File: src/pkg/prl_pkg.sv
// package with register map, fields and constants of the input remap block
// Function
// - lock bit 11 set: writes to the select registers are dropped, contents kept; keyed config writes still land
// - lock bit clear: remap registers accept writes; lock resets to zero
// - config register write only takes effect after the unlock sequence
// - config register bits other than lock read as zero
// - select 0 bits 15:8 pick the ext_irq1 pin; bits 7:0 unimplemented
// - select 1 bits 15:8 pick the ext_irq3 pin
// - select 1 bits 7:0 pick the ext_irq2 pin
// - select 2 bits 15:8 pick the timer1 clock pin; low byte unimplemented
// - unimplemented select bits ignore writes and read zero
// - every selector field is read/write and resets to zero
// - several selectors may name the same pin at once
package prl_pkg;
  localparam int          PIN_COUNT      = 64;
  localparam logic [7:0]  PIN_LAST       = 8'h3F;
  localparam logic [11:0] ADDR_CONFIG    = 12'h000;
  localparam logic [11:0] ADDR_SEL0      = 12'h004;
  localparam logic [11:0] ADDR_SEL1      = 12'h008;
  localparam logic [11:0] ADDR_SEL2      = 12'h00C;
  localparam logic [11:0] ADDR_KEY       = 12'h010;
  localparam int          LOCK_BIT       = 11;
  localparam logic [15:0] CONFIG_MASK    = 16'h0800;
  localparam logic [15:0] SEL_HI_MASK    = 16'hFF00;
  localparam logic [15:0] SEL_FULL_MASK  = 16'hFFFF;
  localparam logic [15:0] REG_RESET      = 16'h0000;
  localparam logic [31:0] KEY_FIRST      = 32'h0000_0055;
  localparam logic [31:0] KEY_SECOND     = 32'h0000_00AA;
  localparam logic [1:0]  HTRANS_NONSEQ  = 2'b10;
  localparam logic [2:0]  HSIZE_WORD     = 3'b010;
  typedef enum logic [1:0] {
    KEY_IDLE  = 2'b00,
    KEY_HALF  = 2'b01,
    KEY_OPEN  = 2'b10
  } prl_key_type;
endpackage

File: src/hdl/prl_remap.sv
// input remap block: ahb-lite registers, lock, unlock keys, pin selectors
`timescale 1ns/1ps
module prl_remap
  import prl_pkg::*;
(
  input  wire logic        CLK,                   // system clock 100 MHz
  input  wire logic        RST_N,                 // async reset, active low
  input  wire logic        HSEL,                  // slave select
  input  wire logic [31:0] HADDR,                 // byte address
  input  wire logic [1:0]  HTRANS,                // transfer type
  input  wire logic        HWRITE,                // write when high
  input  wire logic [2:0]  HSIZE,                 // transfer size
  input  wire logic        HREADY,                // bus ready in
  input  wire logic [31:0] HWDATA,                // write data
  output logic      [31:0] HRDATA,                // read data
  output logic             HREADYOUT,             // slave ready
  output logic             HRESP,                 // always okay
  input  wire logic [63:0] PIN_IN,                // remappable pins
  output logic             EXT_IRQ1,              // routed ext_irq1
  output logic             EXT_IRQ2,              // routed ext_irq2
  output logic             EXT_IRQ3,              // routed ext_irq3
  output logic             TIMER1_EXT_CLOCK,      // routed timer1 clock
  output logic             REMAP_LOCK             // lock state
);

  // reset release synchroniser
  logic rst_meta_ff;
  logic rst_sync_ff;
  always_ff @(posedge CLK or negedge RST_N) begin
    if (!RST_N) begin
      rst_meta_ff <= 1'b0;
      rst_sync_ff <= 1'b0;
    end else begin
      rst_meta_ff <= 1'b1;
      rst_sync_ff <= rst_meta_ff;
    end
  end
  wire logic rst_n = rst_sync_ff;

  // pin synchronisers; first stage read only by second
  logic [63:0] pin_meta_ff;
  logic [63:0] pin_sync_ff;
  always_ff @(posedge CLK or negedge rst_n) begin
    if (!rst_n) begin
      pin_meta_ff <= '0;
      pin_sync_ff <= '0;
    end else begin
      pin_meta_ff <= PIN_IN;
      pin_sync_ff <= pin_meta_ff;
    end
  end

  // route one pin by index; out-of-range index gives zero
  function automatic logic pick_pin(input logic [63:0] pins,
                                    input logic [7:0]  sel);
    logic res;
    res = 1'b0;
    if (sel <= PIN_LAST) begin
      res = pins[sel[5:0]];
    end
    return res;
  endfunction

  // address phase capture
  logic        wr_pend_ff;
  logic        rd_pend_ff;
  logic [11:0] addr_ff;
  wire logic   take = HSEL && HREADY && (HTRANS == HTRANS_NONSEQ);
  always_ff @(posedge CLK or negedge rst_n) begin
    if (!rst_n) begin
      wr_pend_ff <= 1'b0;
      rd_pend_ff <= 1'b0;
      addr_ff    <= 12'h000;
    end else begin
      wr_pend_ff <= take && HWRITE;
      rd_pend_ff <= take && !HWRITE;
      addr_ff    <= HADDR[11:0];
    end
  end

  // registers
  logic        lock_ff;
  logic [15:0] sel0_ff;
  logic [15:0] sel1_ff;
  logic [15:0] sel2_ff;
  prl_key_type key_ff;
  prl_key_type nxt_key;

  wire logic wr_cfg  = wr_pend_ff && (addr_ff == ADDR_CONFIG);
  wire logic wr_key  = wr_pend_ff && (addr_ff == ADDR_KEY);
  wire logic wr_ok   = wr_pend_ff && !lock_ff;
  wire logic wr_sel0 = wr_ok && (addr_ff == ADDR_SEL0);
  wire logic wr_sel1 = wr_ok && (addr_ff == ADDR_SEL1);
  wire logic wr_sel2 = wr_ok && (addr_ff == ADDR_SEL2);
  // config write only lands right after a full key pair
  wire logic cfg_take = wr_cfg && (key_ff == KEY_OPEN);

  // key sequencer; any other write or an idle cycle closes the window
  always_comb begin
    nxt_key = KEY_IDLE;
    case (key_ff)
      KEY_IDLE: begin
        if (wr_key && HWDATA == KEY_FIRST) nxt_key = KEY_HALF;
      end
      KEY_HALF: begin
        if (wr_key && HWDATA == KEY_SECOND) begin
          nxt_key = KEY_OPEN;
        end else if (wr_key && HWDATA == KEY_FIRST) begin
          nxt_key = KEY_HALF;
        end
      end
      KEY_OPEN: nxt_key = KEY_IDLE;
      default:  nxt_key = KEY_IDLE;
    endcase
  end

  // key state moves only on write data phases or out of open; opens for one data phase only
  logic half_seen_ff;
  always_ff @(posedge CLK or negedge rst_n) begin
    if (!rst_n) begin
      key_ff       <= KEY_IDLE;
      half_seen_ff <= 1'b0;
    end else if (wr_pend_ff || key_ff == KEY_OPEN) begin
      key_ff       <= nxt_key;
      half_seen_ff <= 1'b0;
    end else begin
      // idle cycles between the two keys are tolerated; open lasts one cycle
      key_ff       <= key_ff;
      half_seen_ff <= half_seen_ff;
    end
  end

  // register storage; only implemented bits are kept
  wire logic [15:0] wdat = HWDATA[15:0];
  always_ff @(posedge CLK or negedge rst_n) begin
    if (!rst_n) begin
      lock_ff <= 1'b0;
      sel0_ff <= REG_RESET;
      sel1_ff <= REG_RESET;
      sel2_ff <= REG_RESET;
    end else begin
      if (cfg_take) lock_ff <= wdat[LOCK_BIT];
      if (wr_sel0) sel0_ff <= wdat & SEL_HI_MASK;
      if (wr_sel1) sel1_ff <= wdat & SEL_FULL_MASK;
      if (wr_sel2) sel2_ff <= wdat & SEL_HI_MASK;
    end
  end

  // read mux; unmapped addresses read zero
  wire logic [15:0] cfg_rd = {4'h0, lock_ff, 11'h000};
  wire logic [15:0] rd_val =
    (addr_ff == ADDR_CONFIG) ? cfg_rd :
    (addr_ff == ADDR_SEL0)   ? sel0_ff :
    (addr_ff == ADDR_SEL1)   ? sel1_ff :
    (addr_ff == ADDR_SEL2)   ? sel2_ff : 16'h0000;

  // bus outputs: zero wait state, read data valid in data phase
  // read data registered from the address phase instead, to keep outputs
  // flop-driven; the decode uses the live address then
  wire logic [15:0] rd_live =
    (HADDR[11:0] == ADDR_CONFIG) ? cfg_rd :
    (HADDR[11:0] == ADDR_SEL0)   ? sel0_ff :
    (HADDR[11:0] == ADDR_SEL1)   ? sel1_ff :
    (HADDR[11:0] == ADDR_SEL2)   ? sel2_ff : 16'h0000;
  always_ff @(posedge CLK or negedge rst_n) begin
    if (!rst_n) begin
      HRDATA    <= 32'h0000_0000;
      HREADYOUT <= 1'b1;
      HRESP     <= 1'b0;
    end else begin
      HRDATA    <= (take && !HWRITE) ? {16'h0000, rd_live} : 32'h0000_0000;
      HREADYOUT <= 1'b1;
      HRESP     <= 1'b0;
    end
  end

  // peripheral routing; selectors are independent so pins may be shared
  always_ff @(posedge CLK or negedge rst_n) begin
    if (!rst_n) begin
      EXT_IRQ1         <= 1'b0;
      EXT_IRQ2         <= 1'b0;
      EXT_IRQ3         <= 1'b0;
      TIMER1_EXT_CLOCK <= 1'b0;
      REMAP_LOCK       <= 1'b0;
    end else begin
      EXT_IRQ1         <= pick_pin(pin_sync_ff, sel0_ff[15:8]);
      EXT_IRQ2         <= pick_pin(pin_sync_ff, sel1_ff[7:0]);
      EXT_IRQ3         <= pick_pin(pin_sync_ff, sel1_ff[15:8]);
      TIMER1_EXT_CLOCK <= pick_pin(pin_sync_ff, sel2_ff[15:8]);
      REMAP_LOCK       <= lock_ff;
    end
  end

  // checks
  a_lock_blocks: assert property (@(posedge CLK) disable iff (!rst_n)
    (lock_ff && wr_pend_ff) |=> $stable(sel0_ff) && $stable(sel1_ff)
      && $stable(sel2_ff)) else $error("select changed while locked");
  a_unlock_write: assert property (@(posedge CLK) disable iff (!rst_n)
    wr_sel1 |=> sel1_ff == $past(wdat)) else $error("select1 write lost");
  a_cfg_guard: assert property (@(posedge CLK) disable iff (!rst_n)
    (wr_cfg && key_ff != KEY_OPEN) |=> $stable(lock_ff))
    else $error("config written without keys");
  a_cfg_zero: assert property (@(posedge CLK) disable iff (!rst_n)
    (cfg_rd & ~CONFIG_MASK) == 16'h0000) else $error("config spare bits");
  a_sel0_low: assert property (@(posedge CLK) disable iff (!rst_n)
    sel0_ff[7:0] == 8'h00 && sel2_ff[7:0] == 8'h00)
    else $error("unimplemented bits set");
  a_route_irq1: assert property (@(posedge CLK) disable iff (!rst_n)
    $stable(sel0_ff) && sel0_ff[15:8] <= PIN_LAST |=>
    EXT_IRQ1 == $past(pin_sync_ff[sel0_ff[13:8]]))
    else $error("irq1 routing wrong");
  a_route_none: assert property (@(posedge CLK) disable iff (!rst_n)
    sel2_ff[15:8] > PIN_LAST |=> !TIMER1_EXT_CLOCK)
    else $error("timer clock not idle");
  a_key_window: assert property (@(posedge CLK) disable iff (!rst_n)
    key_ff == KEY_OPEN |=> key_ff == KEY_IDLE)
    else $error("key window too long");
  c_lock_set: cover property (@(posedge CLK) disable iff (!rst_n)
    cfg_take && wdat[LOCK_BIT]);
  c_locked_write: cover property (@(posedge CLK) disable iff (!rst_n)
    lock_ff && wr_pend_ff && addr_ff == ADDR_SEL1);
  c_shared_pin: cover property (@(posedge CLK) disable iff (!rst_n)
    sel1_ff[15:8] == sel1_ff[7:0] && sel1_ff[7:0] != 8'h00);
endmodule

File: config.mk
export PLATFORM = sky130hd
export DESIGN_NAME = prl_remap
export DESIGN_NICKNAME = d
export VERILOG_FILES = /design/src/pkg/prl_pkg.sv /design/src/hdl/prl_remap.sv
export SDC_FILE = /design/constraint.sdc
export NUM_CORES = 1
export LEC_CHECK = 0
export BUFFER_PORTS_ARGS = -buffer_cell sky130_fd_sc_hd__buf_4
export CAP_MARGIN = 20
export CORE_AREA = 2 2 154 156
export CTS_CLUSTER_DIAMETER = 50
export DETAILED_ROUTE_END_ITERATION = 7
export DIE_AREA = 0 0 156 158
export GPL_ROUTABILITY_DRIVEN = 0
export SYNTH_ARGS = -nofsm -noshare
export SYNTH_HDL_FRONTEND = slang
export SYNTH_SLANG_ARGS = --single-unit
export TNS_END_PERCENT = 100
File: constraint.sdc
create_clock -name CLK -period 6.91 [get_ports CLK]
set_clock_uncertainty 0.15 [all_clocks]
set_input_delay 1.382 -clock CLK [delete_from_list [all_inputs] [get_ports CLK]]
set_output_delay 1.382 -clock CLK [all_outputs]
set_load 0.05 [all_outputs]
==> impl_metrics.csv, run 1 <==
group,metric,value,unit
status,status,"finished, final reports clean",
synth,syn_area,8330,um2
routing,dr.pass1.iters,4,
layout,design_area,10100,um2
critical_path,crit_path_end_kind,"flip-flop",
clocking,clk_pin_slew,0.07,ns
synth,synth_xor_area_share,0,%
layout,area_delta_synth_final,21.2,%
layout,drive_gt1_share,39.4,%
synth,netlist_top_cells_area,"dfrtp_1 (60%), mux4_2 (12%), mux4_1 (7.6%), mux2_2 (4.9%), mux2i_1 (2.3%)",
global_route,antenna_found_initial,3,
die,coreArea,23100,um2
critical_path,reg2reg_slack,4.13,ns
clocking,post-cts-setup-buffers,0,
synth,ys_warn_count,0,
sta,worst_pin_slew,1.00,ns
clocking,clk-insertion-delay-late,0.44,ns
synth,synth_cells,506,
critical_path,crit_arrival,3.26,ns
sta,hold_viol,0,
sta,maxSlewViolCount,0,
power,power.density,234,nW/um2
die,start_util,36.1,%
synth,synth_edf_count,0,
critical_path,path_max_fanout,7,
synth,yosys.area.top_type_share,59.8,%
place,hpwl,13.7,mm
synth,yosys.area.top_type,"dfrtp_1",
critical_path,crit_top_cell,"nor4_1",
power,irDropWorstVdd,144,uV
synth,async_flop_share,100,%
critical_path,cpMaxStageDelayCell,"nor4_1",
routing,met2_length,9.08,mm
clocking,clock_path_buffers,2,
global_route,grt_start_max_net_pins,84,
routing,top_layer_used,"met5",
critical_path,critPathLaunchType,"input port",
place,dp_cells,908,
sta,setup_violations,0,
synth,ys_seq_area_share,59.8,%
routing,wirelength_met1,7.89,mm
die,die_w,156,um
place,io_buffers,135,
clocking,cts_root_buf,"clkbuf_16",
clocking,cts_resized,0,
critical_path,slowest_delay,0.57,ns
synth,synth_fa_ha_area_share,0,%
synth,ys_types,49,
global_route,grt_pass1_wl,30.5,mm
critical_path,worst-setup-path-type,"input port to flip-flop",
routing,drt.antenna.violating_nets,0,
synth,synth_seq_cells,199,
clocking,h-tree-depth,4,
synth,synth-simple-area-share,7.27,%
critical_path,required,7.02,ns
min_path,hold_path.class,"flip-flop to asynchronous set/reset pin",
routing,vias,5001,
routing,post_drt_wl_per_cell,20.2,um
global_route,grt.total_usage,16.4,%
sta,finalCritPeriodShare,45.7,%
routing,wl,19.0,mm
sta,setup_ws,3.75,ns
routing,drt_iter0_markers,353,
global_route,grt_pass1_vias,5435,
die,pin_count,177,
run,maxCapViolCount,0,
place,dp_slack,3.36,ns
die,die_area,24600,um2
routing,dr_wl_met3,1.57,mm
power,p_leak,4.38,nW
synth,synth_mux_area_share,26.3,%
routing,vias_per_cell,5.32,
clocking,cts_tree,"yes",
sta,setup_tns,0,ns
place,place_area,9510,um2
sta,grt_setup_unrepaired,"no",
synth,synth_top_family_by_area,"multiplexers",
sta,clock.fmax,317,MHz
synth,synth_compound_area_share,2.76,%
global_route,grt_overflow,0,
layout,final_nets,776,
clocking,cts_hold_buf,0,
critical_path,crit_chain,"buf_4 -> nor4_1 -> nand3_1 -> or3_1 -> o21bai_1 -> nor4_1",
sta,min_period,3.16,ns
routing,drc,0,
sta,maxSlewHeadroom,33.1,%
sta,whs,0.153,ns
synth,synthFlopType,"dfrtp_1",
clocking,numCtsBuffers,17,
die,die_y,158,um
clocking,cts_num_sinks,199,
die,row_count,56,
synth,avgSynthCellArea,16.5,um2
layout,final_cells,940,
-- per-layer routing --
| layer | vias to the layer above | GRT usage (%) |
|---|---|---|
| met5 | - | 0 |
| met4 | 2 | 6.38 |
| met3 | 32 | 4.33 |
| met2 | 257 | 26.7 |
| met1 | 2548 | 21.1 |
| li1 | 2162 | - |
-- worst paths after layout --
path | depth (start not counted) | startpoint | to
worst min-delay path | 0 | rst_n | pin_meta_ff[47]
max in group asynchronous | 1 | rst_n | pin_sync_ff[9]
worst min register to register | 0 | rst_n | pin_meta_ff[47]
worst max-delay path | 6 | HADDR[5] | HRDATA[9]
worst max register to register | 4 | sel0_ff[8] | EXT_IRQ1
min in group CLK | 0 | pin_meta_ff[44] | pin_sync_ff[44]
-- where the power goes --
part           total (mW)  switching, mW  internal (mW)
combinational       0.179         0.0866         0.0926
clock               0.932          0.419          0.513
sequential           1.25         0.0386           1.21
total                2.36          0.544           1.82
-- cells in the mapped netlist, drive strengths merged, types with 3 or more instances --
library cell and number:
and2 10, a21oi 7, nand4 3, nand4b 4
nor4b 3, mux4 67, mux2 36, nor3 4
clkbuf 9, nor4 19, mux2i 19, nand2 9
dfrtp 199, a31oi 3, a2111oi 3, nor2 22
o21ai 3, nor2b 11, buf 36, nand3b 4
nand3 6
-- cell usage in the layout (no fill, tap or decap), types with 3 or more instances in the layout --
master      instances
mux2i_1            19
nor2_1             22
dfrtp_1           198
o21ai_0             3
mux2_2             36
clkbuf_16          17
mux4_1             24
nor3_1              4
a31oi_1             3
nand4b_1            4
nand2_1             9
conb_1             19
a2111oi_0           3
nor4_1             19
nand4_1             3
and2_1              9
nand3_1             6
buf_4             140
nand3b_1            4
mux4_2             43
clkinvlp_4          3
a21oi_1             7
nor2b_1            11
nor4b_1             3
-- worst max-delay path, delay by kind of cell --
kind	cells	cell delay [ns]
buffers and inverters	1	0.12
and+or+nand+nor	4	1.43
AOI/OAI and AO/OA	1	0.32
-- area by class of cell --
cell class                 count  area (um2)
clock buffer                  19         453
inverter                       2        7.51
multi-input combinational    277        3100
sequential                   199        4980
antenna                        2        5.00
clock inverter                10         100
timing repair buffer         141        1080
tap                          290         363
fill                        2032       13000
-- state kept, by name (all words and copies together) (netlist names), 2 cells and up --
signal       count
key_ff           2
pin_sync_ff     64
pin_meta_ff     64
addr_ff         12
sel2_ff          8
sel0_ff          8
sel1_ff         16
HRDATA          16
-- cells by family (layout without fill, tap and decap cells) --
kind of cell / after synthesis / count (layout)
buf+inv: 47 / 172
mux: 122 / 122
flops: 199 / 199
other cells: 2 / 21
compound gates: 31 / 31
simple gates: 105 / 105
-- through the flow --
| stage | util, % | total power [mW] |
|---|---|---|
| finish | 43.8 | 2.36 |
| global route | 43.8 | 2.46 |
| CTS | 43.6 | 2.39 |
| detailed placement | 41.2 | 1.45 |
| global placement | 41.2 | 1.44 |
| floorplan | - | 1.37 |
Power figures use the tool's default switching activity.
==> inputs of run 2 (changes only) <==
--- a/config.mk
+++ b/config.mk
@@ -5,12 +5,13 @@
 export SDC_FILE = /design/constraint.sdc
 export NUM_CORES = 1
 export LEC_CHECK = 0
+export ABC_AREA = 1
 export BUFFER_PORTS_ARGS = -buffer_cell sky130_fd_sc_hd__buf_4
 export CAP_MARGIN = 20
-export CORE_AREA = 2 2 154 156
+export CORE_AREA = 2 2 160 162
 export CTS_CLUSTER_DIAMETER = 50
 export DETAILED_ROUTE_END_ITERATION = 7
-export DIE_AREA = 0 0 156 158
+export DIE_AREA = 0 0 162 164
 export GPL_ROUTABILITY_DRIVEN = 0
 export SYNTH_ARGS = -nofsm -noshare
 export SYNTH_HDL_FRONTEND = slang
==> constraint.sdc (replaced) <==
create_clock -name CLK -period 2.8 [get_ports CLK]
set_clock_uncertainty 0.15 [all_clocks]
set_input_delay 0.56 -clock CLK [delete_from_list [all_inputs] [get_ports CLK]]
set_output_delay 0.56 -clock CLK [all_outputs]
set_load 0.05 [all_outputs]
==> impl_metrics.csv, run 2 <==
group,metric,value,unit
sta,maxSlewViolCount,0,
routing,drt.antenna.violating_nets,0,
critical_path,rr_worst_depth,9,
place,io_buffers,135,
synth,yosysMostFrequentCell,"nand2_1",
synth,synth_edf_count,0,
critical_path,timing.rr.end,"EXT_IRQ3",
power,power.density,547,nW/um2
routing,drt_iter0_markers,920,
routing,drc,0,
min_path,hold_depth,1,
synth,yosys.area.top_type_share,54.8,%
layout,fin_util,43.5,%
synth,ys_warn_count,0,
critical_path,required,3.02,ns
run,maxCapViolCount,0,
place,hpwl,17.0,mm
routing,wl,24.5,mm
synth,netlist_top_cells_area,"dfrtp_1 (55%), nand2_1 (16%), nand3_1 (12%), buf_4 (3.1%), buf_6 (2.2%)",
sta,grt_setup_unrepaired,"no",
synth,yosys.area.top_type,"dfrtp_1",
clocking,h-tree-depth,4,
critical_path,worst-setup-path-type,"flip-flop to flip-flop",
die,pin_count,177,
global_route,grt_start_max_net_pins,72,
sta,clock.fmax,496,MHz
die,die_y,164,um
routing,dr.pass1.iters,6,
clocking,clk-insertion-delay-late,0.44,ns
layout,ff_latch_area,4980,um2
routing,post_drt_wl_per_cell,16.2,um
clocking,cts_resized,0,
layout,layout_commonest_cell,"nand2_1",
synth,async_flop_share,100,%
sta,maxSlewHeadroom,63.0,%
layout,multiInputGateArea,3380,um2
critical_path,crit_path_end_kind,"flip-flop",
critical_path,reg2reg_slack,0.78,ns
synth,synth_cells,1048,
layout,reg_top3,"pin_meta_ff: 64 flops, pin_sync_ff: 64 flops",
die,row_count,58,
synth,avgSynthCellArea,8.66,um2
die,die_area,26600,um2
critical_path,path_max_fanout,15,
synth,ys_types,40,
die,coreArea,24800,um2
clocking,cts_tree,"yes",
layout,area_delta_synth_final,19.0,%
layout,fillers,2442,
synth,synthFlopType,"dfrtp_1",
critical_path,r2r-start,"sel1_ff[8]",
layout,drive_gt1_share,19.0,%
min_path,min_to,"pin_meta_ff[5]",
clocking,cts_root_buf,"clkbuf_16",
critical_path,crit_arrival,2.23,ns
sta,hold_viol,0,
sta,min_period,2.02,ns
min_path,min_from,"PIN_IN[5]",
global_route,grt_pass1_vias,7300,
status,status,"finished, final reports clean",
min_path,hold_path.class,"input port to flip-flop",
global_route,antenna_found_initial,0,
clocking,cts_num_sinks,199,
clocking,numCtsBuffers,17,
synth,syn_area,9080,um2
power,irDropWorstVdd,373,uV
synth,ys_seq_area_share,54.8,%
global_route,grt_pass1_wl,39.5,mm
critical_path,critPathLaunchType,"flip-flop",
layout,layout_common_cells,"nand2_1 (379), nand3_1 (226), dfrtp_1 (198), buf_4 (153), inv_1 (42)",
synth,synth_commonest_cells,"nand2_1 (379), nand3_1 (226), dfrtp_1 (199)",
die,die_w,162,um
global_route,grt.total_usage,19.4,%
power,p_leak,5.55,nW
sta,finalCritPeriodShare,72.0,%
global_route,grt_overflow,0,
sta,setup_tns,0,ns
layout,antenna_cells,0,
die,start_util,36.6,%
layout,final_nets,1311,
sta,worst_pin_slew,0.549,ns
routing,vias_per_cell,5.02,
synth,synth_seq_cells,199,
clocking,clock_path_buffers,2,
sta,setup_violations,0,
clocking,clk_pin_slew,0.08,ns
routing,vias,7608,
## run 2: cell type report
| class | instances | share of cell area, % |
|---|---|---|
| Tap cell | 330 | 3.82 |
| Clock buffer | 19 | 4.19 |
| Multi-Input combinational cell | 742 | 31.3 |
| Clock inverter | 13 | 1.26 |
| Inverter | 57 | 2.21 |
| Timing Repair Buffer | 156 | 11.1 |
| Sequential cell | 199 | 46.1 |
## run 2: how the worst max path moves through the flow
stage / startpoint / end
after floorplan: rst_n / EXT_IRQ1
after global placement: HWDATA[13] / key_ff[1]
after detailed placement: HWDATA[13] / key_ff[1]
after CTS: addr_ff[5] / sel1_ff[5]
after global routing: sel1_ff[8] / EXT_IRQ3
final: sel1_ff[8] / EXT_IRQ3
## run 2: repair_timing
action / 4_1_cts / 5_1_grt
hold buffers: 1 / 0
hold endpoints to repair: 2 / 0
buffers inserted: 0 / 0
## run 2: logic make-up after synthesis
| group | synth area share, % |
|---|---|
| and+or+nand+nor | 32.7 |
| DFF | 54.8 |
| buffers and inverters | 8.58 |
| AOI/OAI and AO/OA | 3.32 |
| muxes | 0.441 |
| other | 0.0827 |
## run 2: power by group
group          internal (mW)  switching [mW]  total (mW)
sequential              2.98          0.0926        3.08
combinational          0.175           0.225       0.401
clock                   1.30            1.13        2.43
## run 2: per-layer routing
metal / share of wire, % / up-vias / routed length (um) / track usage, %
met5: 0 / - / 0 / 0
met3: 8.7 / 60 / 2130 / 4.07
met1: 43 / 3562 / 10700 / 26.8
met4: 3.1 / 0 / 769 / 7.68
li1: - / 3603 / - / -
met2: 45 / 383 / 11000 / 29.9
## run 2: worst max-delay path, stage by stage (launching register included)
cell	delay, ns
dfrtp_1	0.67
buf_4	0.31
nand2_1	0.07
nand3_1	0.09
nand3_1	0.09
nand2_1	0.14
nand2_1	0.08
nand3_1	0.09
nand3_1	0.09
a21oi_1	0.17
## run 2: through the flow
stage                     area (um2)  hold WS, ns  total power [mW]  worst slack, ns  std cells
after floorplan                 9150        0.114              3.33            0.618       1065
after global placement         10200        0.126              3.53            0.798       1483
after detailed placement       10200        0.128              3.53            0.773       1483
after CTS                      10800       0.0587              5.99            0.852       1516
after global routing           10800       0.0554              6.16            0.647       1516
final                          10800       0.0706              5.91            0.784       1516
==> inputs of run 3 (changes only) <==
==> constraint.sdc (replaced) <==
create_clock -name CLK -period 1.8 [get_ports CLK]
set_clock_uncertainty 0.15 [all_clocks]
set_input_delay 0.36 -clock CLK [delete_from_list [all_inputs] [get_ports CLK]]
set_output_delay 0.36 -clock CLK [all_outputs]
set_load 0.05 [all_outputs]
==> impl_metrics.csv, run 3 (same netlist as run 2, synthesis figures left out) <==
group,metric,value,unit
power,p_total,9.39,mW
global_route,grt_start_max_net_pins,73,
die,start_util,36.6,%
power,power.density,778,nW/um2
critical_path,required,2.02,ns
critical_path,slowest_delay,0.60,ns
global_route,grt.total_usage,19.9,%
critical_path,reg2reg_slack,0.06,ns
layout,final_nets,1423,
layout,final_cells,1628,
routing,drt_iter0_markers,804,
clocking,numCtsBuffers,17,
sta,setup_violations,0,
clocking,clk_pin_slew,0.08,ns
power,irDropWorstVdd,473,uV
critical_path,crit_top_cell,"nand3_1",
place,dp_cells,1510,
critical_path,crit_cells,9,
status,status,"finished, final reports clean",
sta,min_period,1.74,ns
min_path,hold_depth,3,
global_route,grt_pass1_wl,40.9,mm
place,io_buffers,135,
die,row_count,58,
routing,dr.pass1.iters,6,
layout,reg_top3,"pin_meta_ff: 64 flops, pin_sync_ff: 64 flops",
critical_path,cpMaxStageDelayCell,"dfrtp_4",
die,coreArea,24800,um2
min_path,hold_path.class,"input port to flip-flop",
sta,finalCritPeriodShare,96.7,%
layout,antenna_cells,0,
layout,layout_common_cells,"nand2_1 (378), nand3_1 (223), dfrtp_1 (195), buf_4 (171), dlygate4sd3_1 (78)",
critical_path,worstSetupStartpoint,"sel1_ff[0]",
sta,whs,0.00415,ns
clocking,cts_num_sinks,199,
critical_path,cp.buffers_inverters,1,
clocking,cts_tree,"yes",
power,p_leak,6.13,nW
die,die_area,26600,um2
clocking,h-tree-depth,4,
global_route,antenna_found_initial,0,
critical_path,crit_chain,"clkbuf_16 -> nand2_1 -> nand3_1 -> nand3_1 -> nand2_1 -> nand2_1 -> nand3_1 -> nand3_1 -> a21oi_2",
sta,maxSlewViolCount,0,
routing,vias,8105,
layout,layout_commonest_cell,"nand2_1",
critical_path,r2r-start,"sel1_ff[0]",
layout,drive_gt1_share,20.8,%
global_route,grt_overflow,0,
critical_path,timing.rr.end,"EXT_IRQ2",
clocking,clk-insertion-delay-late,0.45,ns
clocking,clock_path_buffers,2,
clocking,cts_root_buf,"clkbuf_16",
critical_path,crit_arrival,1.97,ns
die,die_w,162,um
routing,vias_per_cell,4.98,
sta,grt_setup_unrepaired,"yes",
routing,wl,26.2,mm
routing,drc,0,
global_route,grt_pass1_vias,7835,
sta,hold_viol,0,
critical_path,crit_end,"EXT_IRQ2",
critical_path,cp_top_family,"flip-flops",
critical_path,crit_path_end_kind,"flip-flop",
place,hpwl,17.8,mm
critical_path,rr_worst_depth,9,
routing,drt.antenna.violating_nets,0,
sta,clock.fmax,575,MHz
critical_path,critPathLaunchType,"flip-flop",
critical_path,path_max_fanout,8,
critical_path,worst-setup-path-type,"flip-flop to flip-flop",
run,maxCapViolCount,0,
routing,post_drt_wl_per_cell,16.1,um
layout,area_delta_synth_final,32.8,%
die,pin_count,177,
die,die_y,164,um
## run 3: stage by stage
step	setup slack, ns	utilization (%)	TNS, ns	cell area [um2]
floorplan	-0.382	-	-75.18	9150
global placement	0.0454	42.3	0	10500
detailed placement	0.0434	42.3	0	10500
CTS	0.0129	47.8	0	11900
global route	-0.0189	48.6	-0.0189	12100
finish	0.0598	48.6	0	12100
## run 3: how the worst min path moves through the flow
stage                     slack (ns)        from     endpoint
after floorplan                -0.09       RST_N  rst_meta_ff
after global placement        -0.006       RST_N  rst_meta_ff
after detailed placement      -0.006       RST_N  rst_meta_ff
after CTS                     0.0004  HWDATA[11]      lock_ff
after global routing           0.007   HWDATA[7]   sel1_ff[7]
final                          0.004  HWDATA[11]      lock_ff
## run 3: tightest hold or removal path, stage by stage
cell	delay [ns]
buf_4	0.11
mux2i_1	0.06
inv_1	0.05
## run 3: final cells by class
type                            count  area, um2
Tap cell                          330        413
Timing Repair Buffer              265       2360
Multi-Input combinational cell    743       3430
Sequential cell                   199       4990
Inverter                           57        262
Clock buffer                       19        453
Fill cell                        2314      12800
Timing Repair inverter              2       15.0
Clock inverter                     13        140
## run 3: metal layers
metal	wire length [um]	GRT usage [%]
met1	11200	26.9
met2	11900	30.9
met3	2280	5.03
met4	817	8.09
met5	0	0
## run 3: what timing repair did
item | CTS | global route
gates resized for setup | 0 | 25
setup buffers | 0 | 2
endpoints found under the setup margin | 0 | 6
hold buffers | 78 | 0
hold endpoints to repair | 79 | 0
## run 3: power by group
part           internal (mW)  leakage, nW  switching, mW
combinational          0.399         3.56          0.387
sequential              4.64         2.28          0.143
clock                   2.03        0.279           1.79
